File: config.mk
export PLATFORM = sky130hd
export DESIGN_NAME = ssl_shifter
export DESIGN_NICKNAME = d
export VERILOG_FILES = /design/src/core/ssl_pkg.sv /design/src/core/ssl_shifter.sv
export VERILOG_INCLUDE_DIRS = /design/src /design/src/core
export SDC_FILE = /design/constraint.sdc
export NUM_CORES = 1
export LEC_CHECK = 0
export ABC_CLOCK_PERIOD_IN_PS = 2900
export BUFFER_PORTS_ARGS = -buffer_cell sky130_fd_sc_hd__buf_2
export CAP_MARGIN = 20
export CORE_MARGIN = 1.5
export CORE_UTILIZATION = 50
export CTS_BUF_LIST = sky130_fd_sc_hd__clkbuf_2
export DETAILED_ROUTE_END_ITERATION = 6
export HOLD_SLACK_MARGIN = 0.08
export PLACE_DENSITY = 0.77
export SYNTH_ARGS = -nofsm -noshare
export SYNTH_HDL_FRONTEND = slang
export SYNTH_SLANG_ARGS = --single-unit
File: constraint.sdc
create_clock -name aclk -period 2.9 [get_ports aclk]
set_input_delay 0 -clock aclk [delete_from_list [all_inputs] [get_ports aclk]]
set_output_delay 0 -clock aclk [all_outputs]
set_load 0.02 [all_outputs]
File: src/core/ssl_defs.svh
// Constants of the serial status indicator shifter.
// Assumes a 10 MHz aclk and a bench serial clock period of 800 ns.
//
// Functional notes
// Serial operation starts only when port zero's first indicator selects serial mode.
// When serial, pin zero carries serial data and pin one the serial clock.
// All other indicator pins keep their normal per-pin mode behaviour.
// Frame holds 96 bits; receiver samples data on rising serial clock.
// Each port's combine and blink/stretch settings shape all that port's serial bits; the fault bit and the reserved bits are not shaped.
// Frame sends port 0 group first and port 7 group last.
// Group order: any,1000,100,10 link, reserved, duplex, collision, activity, reserved, tx, rx, fault.
// Mode code 13 means serial on port zero only, reserved elsewhere.
// Link bits active low; blink or pulse with activity when combine enabled.
// Blink rate selectable 2.5, 5, 10 or 20 Hz at 50 percent duty.
// Data changes on falling serial clock; frame repeats while serial mode stays.
`ifndef SSL_DEFS_SVH
`define SSL_DEFS_SVH
`define SSL_STATUS_OFF     8'h00
`define SSL_CFG_BASE       8'h10
`define SSL_MODE_BASE      8'h30
`define SSL_CFG_COMBINE    0
`define SSL_CFG_STRETCH    1
`define SSL_CFG_RATE_LSB   2
`define SSL_CFG_RESET      4'h0
`define SSL_MODE_RESET     16'h0000
`define SSL_MODE_SERIAL    4'hD
`define SSL_FRAME_BITS     96
`define SSL_GROUP_BITS     12
`define SSL_CLK_HZ         10000000
`define SSL_CLK_PERIOD_NS  100
`define SSL_SCLK_PERIOD_NS 800
`define SSL_SCLK_HALF_CYC  ((`SSL_SCLK_PERIOD_NS / `SSL_CLK_PERIOD_NS) / 2)
`define SSL_BLINK_MAX_HZ   20
`define SSL_BLINK_HALF_CYC (`SSL_CLK_HZ / (2 * `SSL_BLINK_MAX_HZ))
`define SSL_RESP_OKAY      2'h0
`define SSL_RESP_SLVERR    2'h2
`endif

File: src/core/ssl_pkg.sv
// Types of the serial status indicator shifter.
// Assumes the constants header is included by the design file.
package ssl_pkg;
  typedef struct packed {
    logic link_any;
    logic link1000;
    logic link100;
    logic link10;
    logic link_fiber;
    logic full_duplex;
    logic collision;
    logic activity;
    logic fiber_activity;
    logic tx_activity;
    logic rx_activity;
    logic aneg_fault;
  } ssl_status_t;

  typedef struct packed {
    logic [1:0] rate;
    logic       stretch;
    logic       combine;
  } ssl_port_cfg_t;
endpackage

File: src/core/ssl_shifter.sv
// Serial status indicator shifter with its bit FIFO and AXI4-Lite registers.
// Assumes port status comes from logic on aclk; AXI master on aclk.
//
// Chosen here: the placing of the registers and the AXI4-Lite register port.
`timescale 1ns/1ns
`include "ssl_defs.svh"
`default_nettype none

module ssl_fifo #(
  parameter int W = 1,
  parameter int D = 16
) (
  input  wire logic         aclk,
  input  wire logic         aresetn,
  input  wire logic         flush,
  input  wire logic         in_valid,
  output logic              in_ready,
  input  wire logic [W-1:0] in_data,
  output logic              out_valid,
  input  wire logic         out_ready,
  output logic [W-1:0]      out_data
);
  localparam int AW = $clog2(D);
  logic [W-1:0]  mem [D];
  logic [AW-1:0] wr_ptr;
  logic [AW-1:0] rd_ptr;
  logic [AW:0]   count;
  logic          push;
  logic          pop;

  assign in_ready  = (count != (AW+1)'(D));
  assign out_valid = (count != '0);
  assign out_data  = mem[rd_ptr];
  assign push      = in_valid & in_ready;
  assign pop       = out_valid & out_ready;

  always_ff @(posedge aclk) begin
    if (push) begin
      mem[wr_ptr] <= in_data;
    end
  end

  always_ff @(posedge aclk) begin
    if (!aresetn || flush) begin
      wr_ptr <= '0;
      rd_ptr <= '0;
      count  <= '0;
    end else begin
      if (push) begin
        wr_ptr <= wr_ptr + 1'b1;
      end
      if (pop) begin
        rd_ptr <= rd_ptr + 1'b1;
      end
      count <= count + {{AW{1'b0}}, push} - {{AW{1'b0}}, pop};
    end
  end
endmodule // ssl_fifo

////////////////////////////////////////////////////////////////////////////////

module ssl_shifter #(
  parameter int PORTS          = 8,
  parameter int PINS           = 4,
  parameter int FIFO_DEPTH     = 16,
  parameter int BLINK_HALF_CYC = `SSL_BLINK_HALF_CYC
) (
  input  wire logic                          aclk,
  input  wire logic                          aresetn,
  input  wire logic [7:0]                    s_axi_awaddr,
  input  wire logic                          s_axi_awvalid,
  output logic                               s_axi_awready,
  input  wire logic [31:0]                   s_axi_wdata,
  input  wire logic [3:0]                    s_axi_wstrb,
  input  wire logic                          s_axi_wvalid,
  output logic                               s_axi_wready,
  output logic [1:0]                         s_axi_bresp,
  output logic                               s_axi_bvalid,
  input  wire logic                          s_axi_bready,
  input  wire logic [7:0]                    s_axi_araddr,
  input  wire logic                          s_axi_arvalid,
  output logic                               s_axi_arready,
  output logic [31:0]                        s_axi_rdata,
  output logic [1:0]                         s_axi_rresp,
  output logic                               s_axi_rvalid,
  input  wire logic                          s_axi_rready,
  input  wire ssl_pkg::ssl_status_t [PORTS-1:0] port_status,
  output logic [PORTS*PINS-1:0]              indicator_pin
);
  localparam logic [3:0] SCLK_HALF = 4'(`SSL_SCLK_HALF_CYC);

  ssl_pkg::ssl_port_cfg_t [PORTS-1:0] port_cfg;
  logic [PORTS-1:0][PINS*4-1:0]       pin_mode;
  logic [PORTS-1:0][4:0]              shaped;
  logic [PORTS-1:0][4:0]              stretched;
  logic [PORTS-1:0]                   period_end;
  logic [31:0] blink_cnt;
  logic        blink_tick;
  logic [3:0]  phase;
  logic        serial_on;
  logic [2:0]  b_port;
  logic [3:0]  b_pos;
  logic [7:0]  frame_count;
  logic        f_in_ready;
  logic        f_out_valid;
  logic        f_out_data;
  logic        f_pop;
  logic [3:0]  half_cnt;
  logic        sclk;
  logic        sdata;
  logic        aw_held;
  logic        w_held;
  logic [7:0]  aw_addr;
  logic [31:0] w_data;
  logic [3:0]  w_strb;

  // Level of one indicator in its own mode, active low
  function automatic logic ind_level(input logic [3:0] mode, input ssl_pkg::ssl_status_t s,
                                     input logic comb, input logic [4:0] sh);
    logic lk;
    logic on;
    lk = 1'b0;
    on = 1'b0;
    unique case (mode)
      4'h0: lk = s.link_any;
      4'h1: lk = s.link1000;
      4'h2: lk = s.link100;
      4'h3: lk = s.link10;
      4'h4: lk = s.link100 | s.link1000;
      4'h5: lk = s.link10 | s.link1000;
      4'h6: lk = s.link10 | s.link100;
      4'h7: lk = s.link_fiber;
      default: lk = 1'b0;
    endcase
    unique case (mode)
      4'h0, 4'h1, 4'h2, 4'h3, 4'h4, 4'h5, 4'h6, 4'h7:
        on = lk & ~(comb & sh[0]);
      4'h8: on = s.full_duplex | (s.link_any & comb & sh[1]);
      4'h9: on = sh[1];
      4'hA: on = sh[0];
      4'hB: on = sh[2];
      4'hC: on = s.aneg_fault;
      4'hF: on = 1'b1;
      default: on = 1'b0;
    endcase
    return ~on;
  endfunction

  // One bit of a port group, by position
  function automatic logic serial_bit(input logic [3:0] pos, input ssl_pkg::ssl_status_t s,
                                      input logic comb, input logic [4:0] sh);
    logic b;
    b = 1'b1;
    unique case (pos)
      4'd0:  b = ind_level(4'h0, s, comb, sh);
      4'd1:  b = ind_level(4'h1, s, comb, sh);
      4'd2:  b = ind_level(4'h2, s, comb, sh);
      4'd3:  b = ind_level(4'h3, s, comb, sh);
      4'd5:  b = ind_level(4'h8, s, comb, sh);
      4'd6:  b = ind_level(4'h9, s, comb, sh);
      4'd7:  b = ind_level(4'hA, s, comb, sh);
      4'd9:  b = ~sh[3];
      4'd10: b = ~sh[4];
      4'd11: b = ind_level(4'hC, s, comb, sh);
      default: b = 1'b1;
    endcase
    return b;
  endfunction

  ////////////////////////////////////////////////////////////////////////////////
  // Blink base: phase[0] is 20 Hz, phase[3] is 2.5 Hz

  always_ff @(posedge aclk) begin
    if (!aresetn) begin
      blink_cnt  <= '0;
      blink_tick <= 1'b0;
      phase      <= '0;
    end else begin
      blink_tick <= (blink_cnt == 32'(BLINK_HALF_CYC - 1));
      blink_cnt  <= (blink_cnt == 32'(BLINK_HALF_CYC - 1)) ? '0 : blink_cnt + 1'b1;
      if (blink_tick) begin
        phase <= phase + 1'b1;
      end
    end
  end

  // Stretch lasts until the selected period ends, matching 50 to 400 ms
  for (genvar p = 0; p < PORTS; p++) begin : g_port
    logic [4:0] ev;
    logic [1:0] k;
    assign ev = {port_status[p].rx_activity, port_status[p].tx_activity,
                 port_status[p].fiber_activity, port_status[p].collision, port_status[p].activity};
    assign k  = 2'd3 - port_cfg[p].rate;
    assign period_end[p] = blink_tick & ((phase & (4'hF >> (3 - k))) == (4'hF >> (3 - k)));
    assign shaped[p] = port_cfg[p].stretch ? stretched[p] : (ev & {5{phase[k]}});
    always_ff @(posedge aclk) begin
      if (!aresetn) begin
        stretched[p] <= '0;
      end else begin
        stretched[p] <= ev | (stretched[p] & {5{~period_end[p]}});   // set wins over the end
      end
    end
  end

  ////////////////////////////////////////////////////////////////////////////////
  // Frame builder feeding the FIFO; it stalls while the FIFO is full

  assign serial_on = (pin_mode[0][3:0] == `SSL_MODE_SERIAL);

  always_ff @(posedge aclk) begin
    if (!aresetn || !serial_on) begin
      b_port <= '0;
      b_pos  <= '0;
    end else if (f_in_ready) begin
      if (b_pos == 4'(`SSL_GROUP_BITS - 1)) begin
        b_pos  <= '0;
        b_port <= b_port + 1'b1;
      end else begin
        b_pos <= b_pos + 1'b1;
      end
    end
  end

  always_ff @(posedge aclk) begin
    if (!aresetn) begin
      frame_count <= '0;
    end else if (serial_on && f_in_ready && b_port == 3'd7 && b_pos == 4'(`SSL_GROUP_BITS - 1)) begin
      frame_count <= frame_count + 1'b1;
    end
  end

  ssl_fifo #(.W(1), .D(FIFO_DEPTH)) ssl_fifo_inst (
    .aclk      (aclk),
    .aresetn   (aresetn),
    .flush     (~serial_on),
    .in_valid  (serial_on),
    .in_ready  (f_in_ready),
    .in_data   (serial_bit(b_pos, port_status[b_port], port_cfg[b_port].combine, shaped[b_port])),
    .out_valid (f_out_valid),
    .out_ready (f_pop),
    .out_data  (f_out_data)
  );

  ////////////////////////////////////////////////////////////////////////////////
  // Serial clock divider; a falling edge waits for a bit to be ready

  assign f_pop = serial_on & sclk & (half_cnt == SCLK_HALF - 1'b1) & f_out_valid;

  always_ff @(posedge aclk) begin
    if (!aresetn || !serial_on) begin
      half_cnt <= '0;
      sclk     <= 1'b1;
      sdata    <= 1'b1;
    end else if (half_cnt == SCLK_HALF - 1'b1) begin
      if (!sclk) begin
        sclk     <= 1'b1;
        half_cnt <= '0;
      end else if (f_out_valid) begin
        sclk     <= 1'b0;
        sdata    <= f_out_data;
        half_cnt <= '0;
      end
    end else begin
      half_cnt <= half_cnt + 1'b1;
    end
  end

  for (genvar i = 0; i < PORTS * PINS; i++) begin : g_pin
    always_ff @(posedge aclk) begin
      if (!aresetn) begin
        indicator_pin[i] <= 1'b1;
      end else if (serial_on && i == 0) begin
        indicator_pin[i] <= sdata;
      end else if (serial_on && i == 1) begin
        indicator_pin[i] <= sclk;
      end else begin
        indicator_pin[i] <= ind_level(pin_mode[i / PINS][(i % PINS) * 4 +: 4], port_status[i / PINS],
                                      port_cfg[i / PINS].combine, shaped[i / PINS]);
      end
    end
  end

  ////////////////////////////////////////////////////////////////////////////////
  // AXI4-Lite slave: one write and one read at a time

  // Readies are registered; each one is the idle test of the next state, so timing matches a decode
  always_ff @(posedge aclk) begin
    if (!aresetn) begin
      s_axi_awready <= 1'b1;
      s_axi_wready  <= 1'b1;
      s_axi_arready <= 1'b1;
    end else begin
      s_axi_awready <= ~aw_held & ~(s_axi_awvalid & s_axi_awready) & ~(s_axi_bvalid & ~s_axi_bready);
      s_axi_wready  <= ~w_held & ~(s_axi_wvalid & s_axi_wready) & ~(s_axi_bvalid & ~s_axi_bready);
      s_axi_arready <= ~(s_axi_arvalid & s_axi_arready) & ~(s_axi_rvalid & ~s_axi_rready);
    end
  end

  always_ff @(posedge aclk) begin
    if (!aresetn) begin
      aw_held      <= 1'b0;
      w_held       <= 1'b0;
      aw_addr      <= '0;
      w_data       <= '0;
      w_strb       <= '0;
      s_axi_bvalid <= 1'b0;
      s_axi_bresp  <= `SSL_RESP_OKAY;
    end else begin
      if (s_axi_awvalid && s_axi_awready) begin
        aw_held <= 1'b1;
        aw_addr <= s_axi_awaddr;
      end
      if (s_axi_wvalid && s_axi_wready) begin
        w_held <= 1'b1;
        w_data <= s_axi_wdata;
        w_strb <= s_axi_wstrb;
      end
      if (aw_held && w_held) begin
        aw_held      <= 1'b0;
        w_held       <= 1'b0;
        s_axi_bvalid <= 1'b1;
        s_axi_bresp  <= (aw_addr >= `SSL_CFG_BASE && aw_addr < `SSL_MODE_BASE + 8'(4 * PORTS) &&
                         aw_addr[1:0] == 2'b00) ? `SSL_RESP_OKAY : `SSL_RESP_SLVERR;
      end else if (s_axi_bvalid && s_axi_bready) begin
        s_axi_bvalid <= 1'b0;
      end
    end
  end

  for (genvar p = 0; p < PORTS; p++) begin : g_reg
    always_ff @(posedge aclk) begin
      if (!aresetn) begin
        port_cfg[p] <= `SSL_CFG_RESET;
        pin_mode[p] <= `SSL_MODE_RESET;
      end else if (aw_held && w_held) begin
        if (aw_addr == `SSL_CFG_BASE + 8'(4 * p) && w_strb[0]) begin
          port_cfg[p] <= w_data[3:0];
        end
        if (aw_addr == `SSL_MODE_BASE + 8'(4 * p)) begin
          if (w_strb[0]) pin_mode[p][7:0] <= w_data[7:0];
          if (w_strb[1]) pin_mode[p][15:8] <= w_data[15:8];
        end
      end
    end
  end

  always_ff @(posedge aclk) begin
    if (!aresetn) begin
      s_axi_rvalid <= 1'b0;
      s_axi_rdata  <= '0;
      s_axi_rresp  <= `SSL_RESP_OKAY;
    end else if (s_axi_arvalid && s_axi_arready) begin
      s_axi_rvalid <= 1'b1;
      s_axi_rdata  <= '0;
      s_axi_rresp  <= `SSL_RESP_SLVERR;
      if (s_axi_araddr == `SSL_STATUS_OFF) begin
        s_axi_rdata <= {16'h0000, frame_count, 7'h00, serial_on};
        s_axi_rresp <= `SSL_RESP_OKAY;
      end
      for (int p = 0; p < PORTS; p++) begin
        if (s_axi_araddr == `SSL_CFG_BASE + 8'(4 * p)) begin
          s_axi_rdata <= {28'h0000000, port_cfg[p]};
          s_axi_rresp <= `SSL_RESP_OKAY;
        end
        if (s_axi_araddr == `SSL_MODE_BASE + 8'(4 * p)) begin
          s_axi_rdata <= {16'h0000, pin_mode[p]};
          s_axi_rresp <= `SSL_RESP_OKAY;
        end
      end
    end else if (s_axi_rready) begin
      s_axi_rvalid <= 1'b0;
    end
  end
endmodule // ssl_shifter

`default_nettype wire

==> flow_summary.toml, run 1 <==
[status]
status = "complete, but fails checks"
violations = "DRC, setup timing"

[setup_path]
rr_endpoint = "ssl_fifo_inst.mem[10]"
start_kind = "flip-flop"
r2r-start = "phase[3]"
cp_max_fo = 10
critical_path.startpoint = "phase[3]"
path_class = "reg2reg"
rrSetupSlack_ns = -0.06
cp-endpoint = "ssl_fifo_inst.mem[10]"
worstSetupEndpointType = "flip-flop"
required_ns = 3.68
ff2ff_path_depth = 8
crit_arrival_ns = 3.74

[yosys]
synth-seq-cells = 370
yosys-top-cells-area = "dfxtp_1, mux2i_1, nand2_1, nor2b_1, mux4_2"
synth_edf_count = 16
ys_types = 88
syn_avg_cell_area_um2 = 8.35
netlist.area_leader.share_pct = 32.5
synth_top_area_cell = "dfxtp_1"
yosysSeqAreaShare_pct = 34.7
syn-cell-area_um2 = 21800
async_flop_share_pct = 0
yosysWarnings = 0
ys.flop_type = "dfxtp_1"
synthCells = 2613

[layout]
drive_gt1_share_pct = 18.5
multiInputGateArea_um2 = 13300
postLayoutCellArea_um2 = 28700
area_growth_pct = 31.5
layout.nets = 3391
regArea_um2 = 7600
post-route-util_pct = 66.7
fillers = 3408

[sta]
slew_viol_final = 0
fmax_mhz = 338
rsz0062_at_grt = "yes"
fin_worst_skew_ns = 0.0984
finalCritPeriodShare_pct = 102
fin_ws_ns = -0.0571
worstMarginPinSlew_ns = 1.06
setup_violations = 15
report.final.hold_viol_count = 0
max_slew_margin_pct = 29.0
period_minus_slack_ns = 2.96

[global_routing]
antenna_found_initial = 11
track_usage_pct = 39.9
grt_overflow = 0
grt_max_degree = 72
grt_pass1_vias = 23364
grt_pass1_wl_mm = 135

[placed_design]
place_ws_ns = -0.117
gp_congestion = 1.02
io_buffers = 191
dp_hpwl_mm = 60.0
placed_cell_area_um2 = 23500

[routing]
highest_layer = "met5"
dr_wl_met3_mm = 10.1
drtIter0Drc = 3264
drtAntennaViolNets = 0
wl_met2_mm = 42.4
drc = 1
wire_per_inst_um = 23.4
dr.pass1.iters = 7
wl_mm = 91.1
avgViaCountPerCell = 6.21
wl_met1_mm = 33.4
vias = 24157

[floorplanning]
fp.dieH_um = 212
die_width_um = 212
dieArea_um2 = 44900
num_rows = 76
start_util_pct = 50.7
io_pins = 228
core-area_um2 = 43100

[cts]
clk_latency_ns = 1.15
root_buffer = "clkbuf_2"
cts_buffers = 99
clockBufferDepth = 3
cts_tree = "done"
clk_pin_slew_ns = 0.11
cts_sinks = 370
htreeDepth = 3

[power]
power.density_nw_per_um2 = 375
p_leak_nw = 10.7
irDropWorstVdd_mv = 0.295

[job]
drv_cap = 0

[min_path]
hold_path_class = "in2reg"
[routing by layer]
metal  GRT usage [%]  vias up
li1                -    10680
met1            48.2    11442
met2            64.9     1648
met3            8.57      385
met4            24.5        2
met5               0        -
[logic make-up (layout without fill, tap and decap cells)]
| logic type | Yosys count | in the layout | share of synthesized area [%] |
|---|---|---|---|
| flip-flops | 370 | 370 | 34.7 |
| adder cells (fa/ha/maj) | 22 | 22 | 1.30 |
| other | 1 | 30 | 0.0172 |
| AO/OA/AOI/OAI | 657 | 658 | 20.4 |
| multiplexers | 224 | 224 | 13.4 |
| AND/OR/NAND/NOR | 1007 | 1007 | 22.9 |
| XOR/XNOR | 54 | 54 | 2.17 |
| buffers and inverters | 278 | 939 | 5.20 |
[synth_stat cells, types with 30 or more instances]
library cell / n
a22oi_1: 30
nor3_1: 35
inv_1: 41
nand3_1: 137
clkbuf_1: 195
mux2i_1: 158
dfxtp_1: 354
mux4_2: 46
nor2b_1: 169
nand2_1: 327
nor2_1: 157
xor2_1: 33
a21boi_0: 112
a21oi_1: 144
o21ai_0: 125
[flip-flops by register name, summed over array words and instances (netlist names), 4 cells and up]
name and flops:
frame_count 8, phase 4, pin_mode 128, blink_cnt 32
aw_addr 8, s_axi_rdata 16, port_cfg 32, stretched 40
ssl_fifo_inst.wr_ptr 4, ssl_fifo_inst.rd_ptr 4, ssl_fifo_inst.count 5, indicator_pin 32
half_cnt 4, w_data 16, b_pos 4, ssl_fifo_inst.mem 16
[worst max-delay path: stages (launching register included)]
cell	delay, ns
dfxtp_4	0.37
buf_4	0.17
mux4_2	0.52
a22oi_2	0.21
nor2b_4	0.18
o32ai_2	0.11
a211oi_4	0.32
o22ai_2	0.16
a2111o_2	0.57
[final cells by class]
class                           instances  share of cell area (%)
Clock buffer                          147                    2.56
Antenna cell                           12                   0.105
Multi-Input combinational cell       1983                    46.4
Inverter                               42                   0.549
Sequential cell                       370                    26.5
Timing Repair Buffer                  718                    20.7
Tap cell                              585                    2.55
Clock inverter                         32                   0.623
[power breakdown]
group / internal [mW] / leakage (nW) / switching, mW
Sequential: 5.22 / 3.03 / 0.154
Clock: 1.53 / 0.706 / 2.41
Combinational: 0.724 / 6.99 / 0.738
[cell usage in the layout, fill, tap and decap left out, drive strengths merged, types with 24 or more instances in the layout]
cell,count
dlygate4sd3,399
dfxtp,354
nand2,327
buf,318
nor2b,169
nor2,159
mux2i,158
clkbuf,147
a21oi,145
nand3,137
o21ai,126
a21boi,112
mux4,51
inv,44
nor3,36
xor2,33
a22oi,31
clkinv,28
nand2b,25
and2,24
a2111oi,24
[stage by stage]
step                hold slack [ns]  total power, mW  cells  TNS [ns]
floorplan                     0.139             5.98   2630         0
global placement              0.250             6.38   3282    -0.505
detailed placement            0.251             6.41   3282     -1.97
CTS                          0.0901             10.6   3870         0
global route                  0.173             11.1   3882     -2.23
finish                        0.159             10.8   3889    -0.571
[worst min-delay path by stage]
| stage | start | endpoint | slack (ns) | cells after the start |
|---|---|---|---|---|
| 4_1_cts | port_status[84] | indicator_pin[28] | 0.09 | 7 |
| 6_report | port_status[19] | indicator_pin[4] | 0.16 | 7 |
| 3_3_place_gp | port_status[73] | stretched[34] | 0.25 | 3 |
| 3_5_place_dp | port_status[75] | stretched[32] | 0.25 | 3 |
| 5_1_grt | port_status[84] | indicator_pin[28] | 0.17 | 7 |
| 2_1_floorplan | port_status[4] | stretched[0] | 0.14 | 2 |
[timing repair]
item                                   4_1_cts  5_1_grt
gates resized for setup                     16       38
pin swaps                                    7       12
setup buffers                                5        9
gates cloned                                 1        0
setup endpoints to repair                   17       30
hold buffers                               403        0
endpoints found under the hold margin      370        0
Note: power is estimated with default switching activity, not from simulation.
==> run 2, diff against run 1 <==
--- a/config.mk
+++ b/config.mk
@@ -11,10 +11,10 @@
 export CAP_MARGIN = 20
 export CORE_MARGIN = 1.5
 export CORE_UTILIZATION = 50
-export CTS_BUF_LIST = sky130_fd_sc_hd__clkbuf_2
+export CTS_BUF_LIST = sky130_fd_sc_hd__clkbuf_4 sky130_fd_sc_hd__clkbuf_8
 export DETAILED_ROUTE_END_ITERATION = 6
 export HOLD_SLACK_MARGIN = 0.08
-export PLACE_DENSITY = 0.77
+export PLACE_DENSITY_LB_ADDON = 0.08
 export SYNTH_ARGS = -nofsm -noshare
 export SYNTH_HDL_FRONTEND = slang
 export SYNTH_SLANG_ARGS = --single-unit
==> flow_summary.toml, run 2 (same netlist as run 1, synthesis figures left out) <==
[layout]
layout.nets = 3105
fillers = 3831
multiInputGateArea_um2 = 13300
regMostFlops = "pin_mode"
layout_common_cells = "dfxtp_1, nand2_1, buf_2"
drive_gt1_share_pct = 18.6
post-route-util_pct = 61.9
area_growth_pct = 22.0
final_common_cell = "dfxtp_1"
diodes = 0
regArea_um2 = 7580
reg_top3 = "pin_mode: 128 flops, stretched: 40 flops"
largest_register_ffs = 128

[routing]
wire_per_inst_um = 22.8
drtAntennaViolNets = 0
drtIter0Drc = 2048
dr_wl_met3_mm = 6.33
wl_met2_mm = 37.6
avgViaCountPerCell = 6.04
wl_met1_mm = 33.9
vias = 21548
drc = 0
highest_layer = "met5"
dr.pass1.iters = 5
wl_mm = 81.3

[placed_design]
gp_congestion = 1.01
io_buffers = 191
dp_hpwl_mm = 59.3

[setup_path]
rrSetupSlack_ns = 0.08
start_kind = "flip-flop"
slowest_stage = "mux4_2"
cp_max_fo = 16
crit_arrival_ns = 3.19
cpPeakStageDelay_ns = 0.52
rr_endpoint = "ssl_fifo_inst.mem[12]"
ff2ff_path_depth = 9
r2r-start = "phase[3]"
worstSetupEndpointType = "flip-flop"
path_class = "reg2reg"
required_ns = 3.27
crit_path_cell_trace = "buf_4 > mux4_2 > a22oi_2 > nor2b_2 > o32ai_1 > a211oi_4 > o22ai_1 > a2111o_1 > buf_6"

[global_routing]
grt_pass1_wl_mm = 121
grt_pass1_vias = 20404
antenna_found_initial = 1
grt_overflow = 0
track_usage_pct = 35.6
grt_max_degree = 166

[sta]
report.final.hold_viol_count = 0
hold_slack_ns = 0.134
rsz0062_at_grt = "yes"
setup_violations = 0
fmax_mhz = 355
setup-tns-final_ns = 0
slew_viol_final = 0
finalCritPeriodShare_pct = 97.1
period_minus_slack_ns = 2.82
max_slew_margin_pct = 32.3
fin_worst_skew_ns = 0.0278
worstMarginPinSlew_ns = 1.01

[floorplanning]
num_rows = 76
dieArea_um2 = 44900
io_pins = 228
core-area_um2 = 43100
die_width_um = 212
start_util_pct = 50.7
fp.dieH_um = 212

[cts]
clk_pin_slew_ns = 0.06
htreeDepth = 3
cts_buffers = 70
clk_latency_ns = 0.65
cts_sinks = 370
root_buffer = "clkbuf_8"
cts_tree = "done"
clockBufferDepth = 3

[min_path]
worstHoldEndpoint = "indicator_pin[3]"
worstHoldStart = "port_status[11]"
hold_path_class = "in2reg"
hold_depth = 5

[power]
p_leak_nw = 9.71
power.density_nw_per_um2 = 451
power.total_mw = 12.0
irDropWorstVdd_mv = 0.456

[job]
drv_cap = 0

[status]
status = "complete, no violations"
run 2: area by class of cell:
cell class | instances | area share, %
clock buffer | 107 | 5.10
clock inverter | 18 | 0.568
inverter | 42 | 0.592
multi-input combinational | 1982 | 49.8
sequential | 370 | 28.4
tap | 585 | 2.75
timing repair buffer | 462 | 12.7
run 2: routing by layer:
metal,up-vias,GRT usage (%)
met4,2,16.1
met3,177,6.76
met2,901,58.0
met1,10422,45.7
li1,10046,-
met5,-,0
run 2: critical path: cells and delay by family (launching register included):
| kind | cells | cell delay (ns) |
|---|---|---|
| and+or+nand+nor | 1 | 0.17 |
| muxes | 1 | 0.52 |
| AOI/OAI and AO/OA | 5 | 1.17 |
| DFF | 1 | 0.36 |
| buffers and inverters | 2 | 0.32 |
run 2: how the worst max path moves through the flow:
stage / endpoint / startpoint / depth (start not counted)
floorplan: ssl_fifo_inst.count[4] / ssl_fifo_inst.count[3] / 16
global placement: ssl_fifo_inst.count[4] / ssl_fifo_inst.count[3] / 15
detailed placement: ssl_fifo_inst.mem[12] / phase[3] / 9
CTS: ssl_fifo_inst.count[4] / ssl_fifo_inst.count[3] / 15
global route: ssl_fifo_inst.mem[12] / phase[3] / 10
finish: ssl_fifo_inst.mem[12] / phase[3] / 9
run 2: through the flow:
step	worst slack (ns)	instance area, um^2	instances
floorplan	0.0177	21900	2630
global placement	0.00996	23500	3284
finish	0.0832	26600	3566
detailed placement	0.0148	23500	3284
global route	-0.0274	26600	3566
CTS	0.00423	26600	3564
run 2: power by group:
group	switching, mW	total, mW	internal [mW]	leakage (nW)
clock	2.36	5.54	3.17	0.803
sequential	0.134	5.37	5.23	3.03
combinational	0.626	1.12	0.497	5.87
run 2: what timing repair did:
item,CTS,global route
gates resized for setup,1,27
hold buffers,152,0
setup buffers,3,2
cloned,0,0
endpoints found under the hold margin,196,0
pin swaps,1,6
endpoints found under the setup margin,17,22
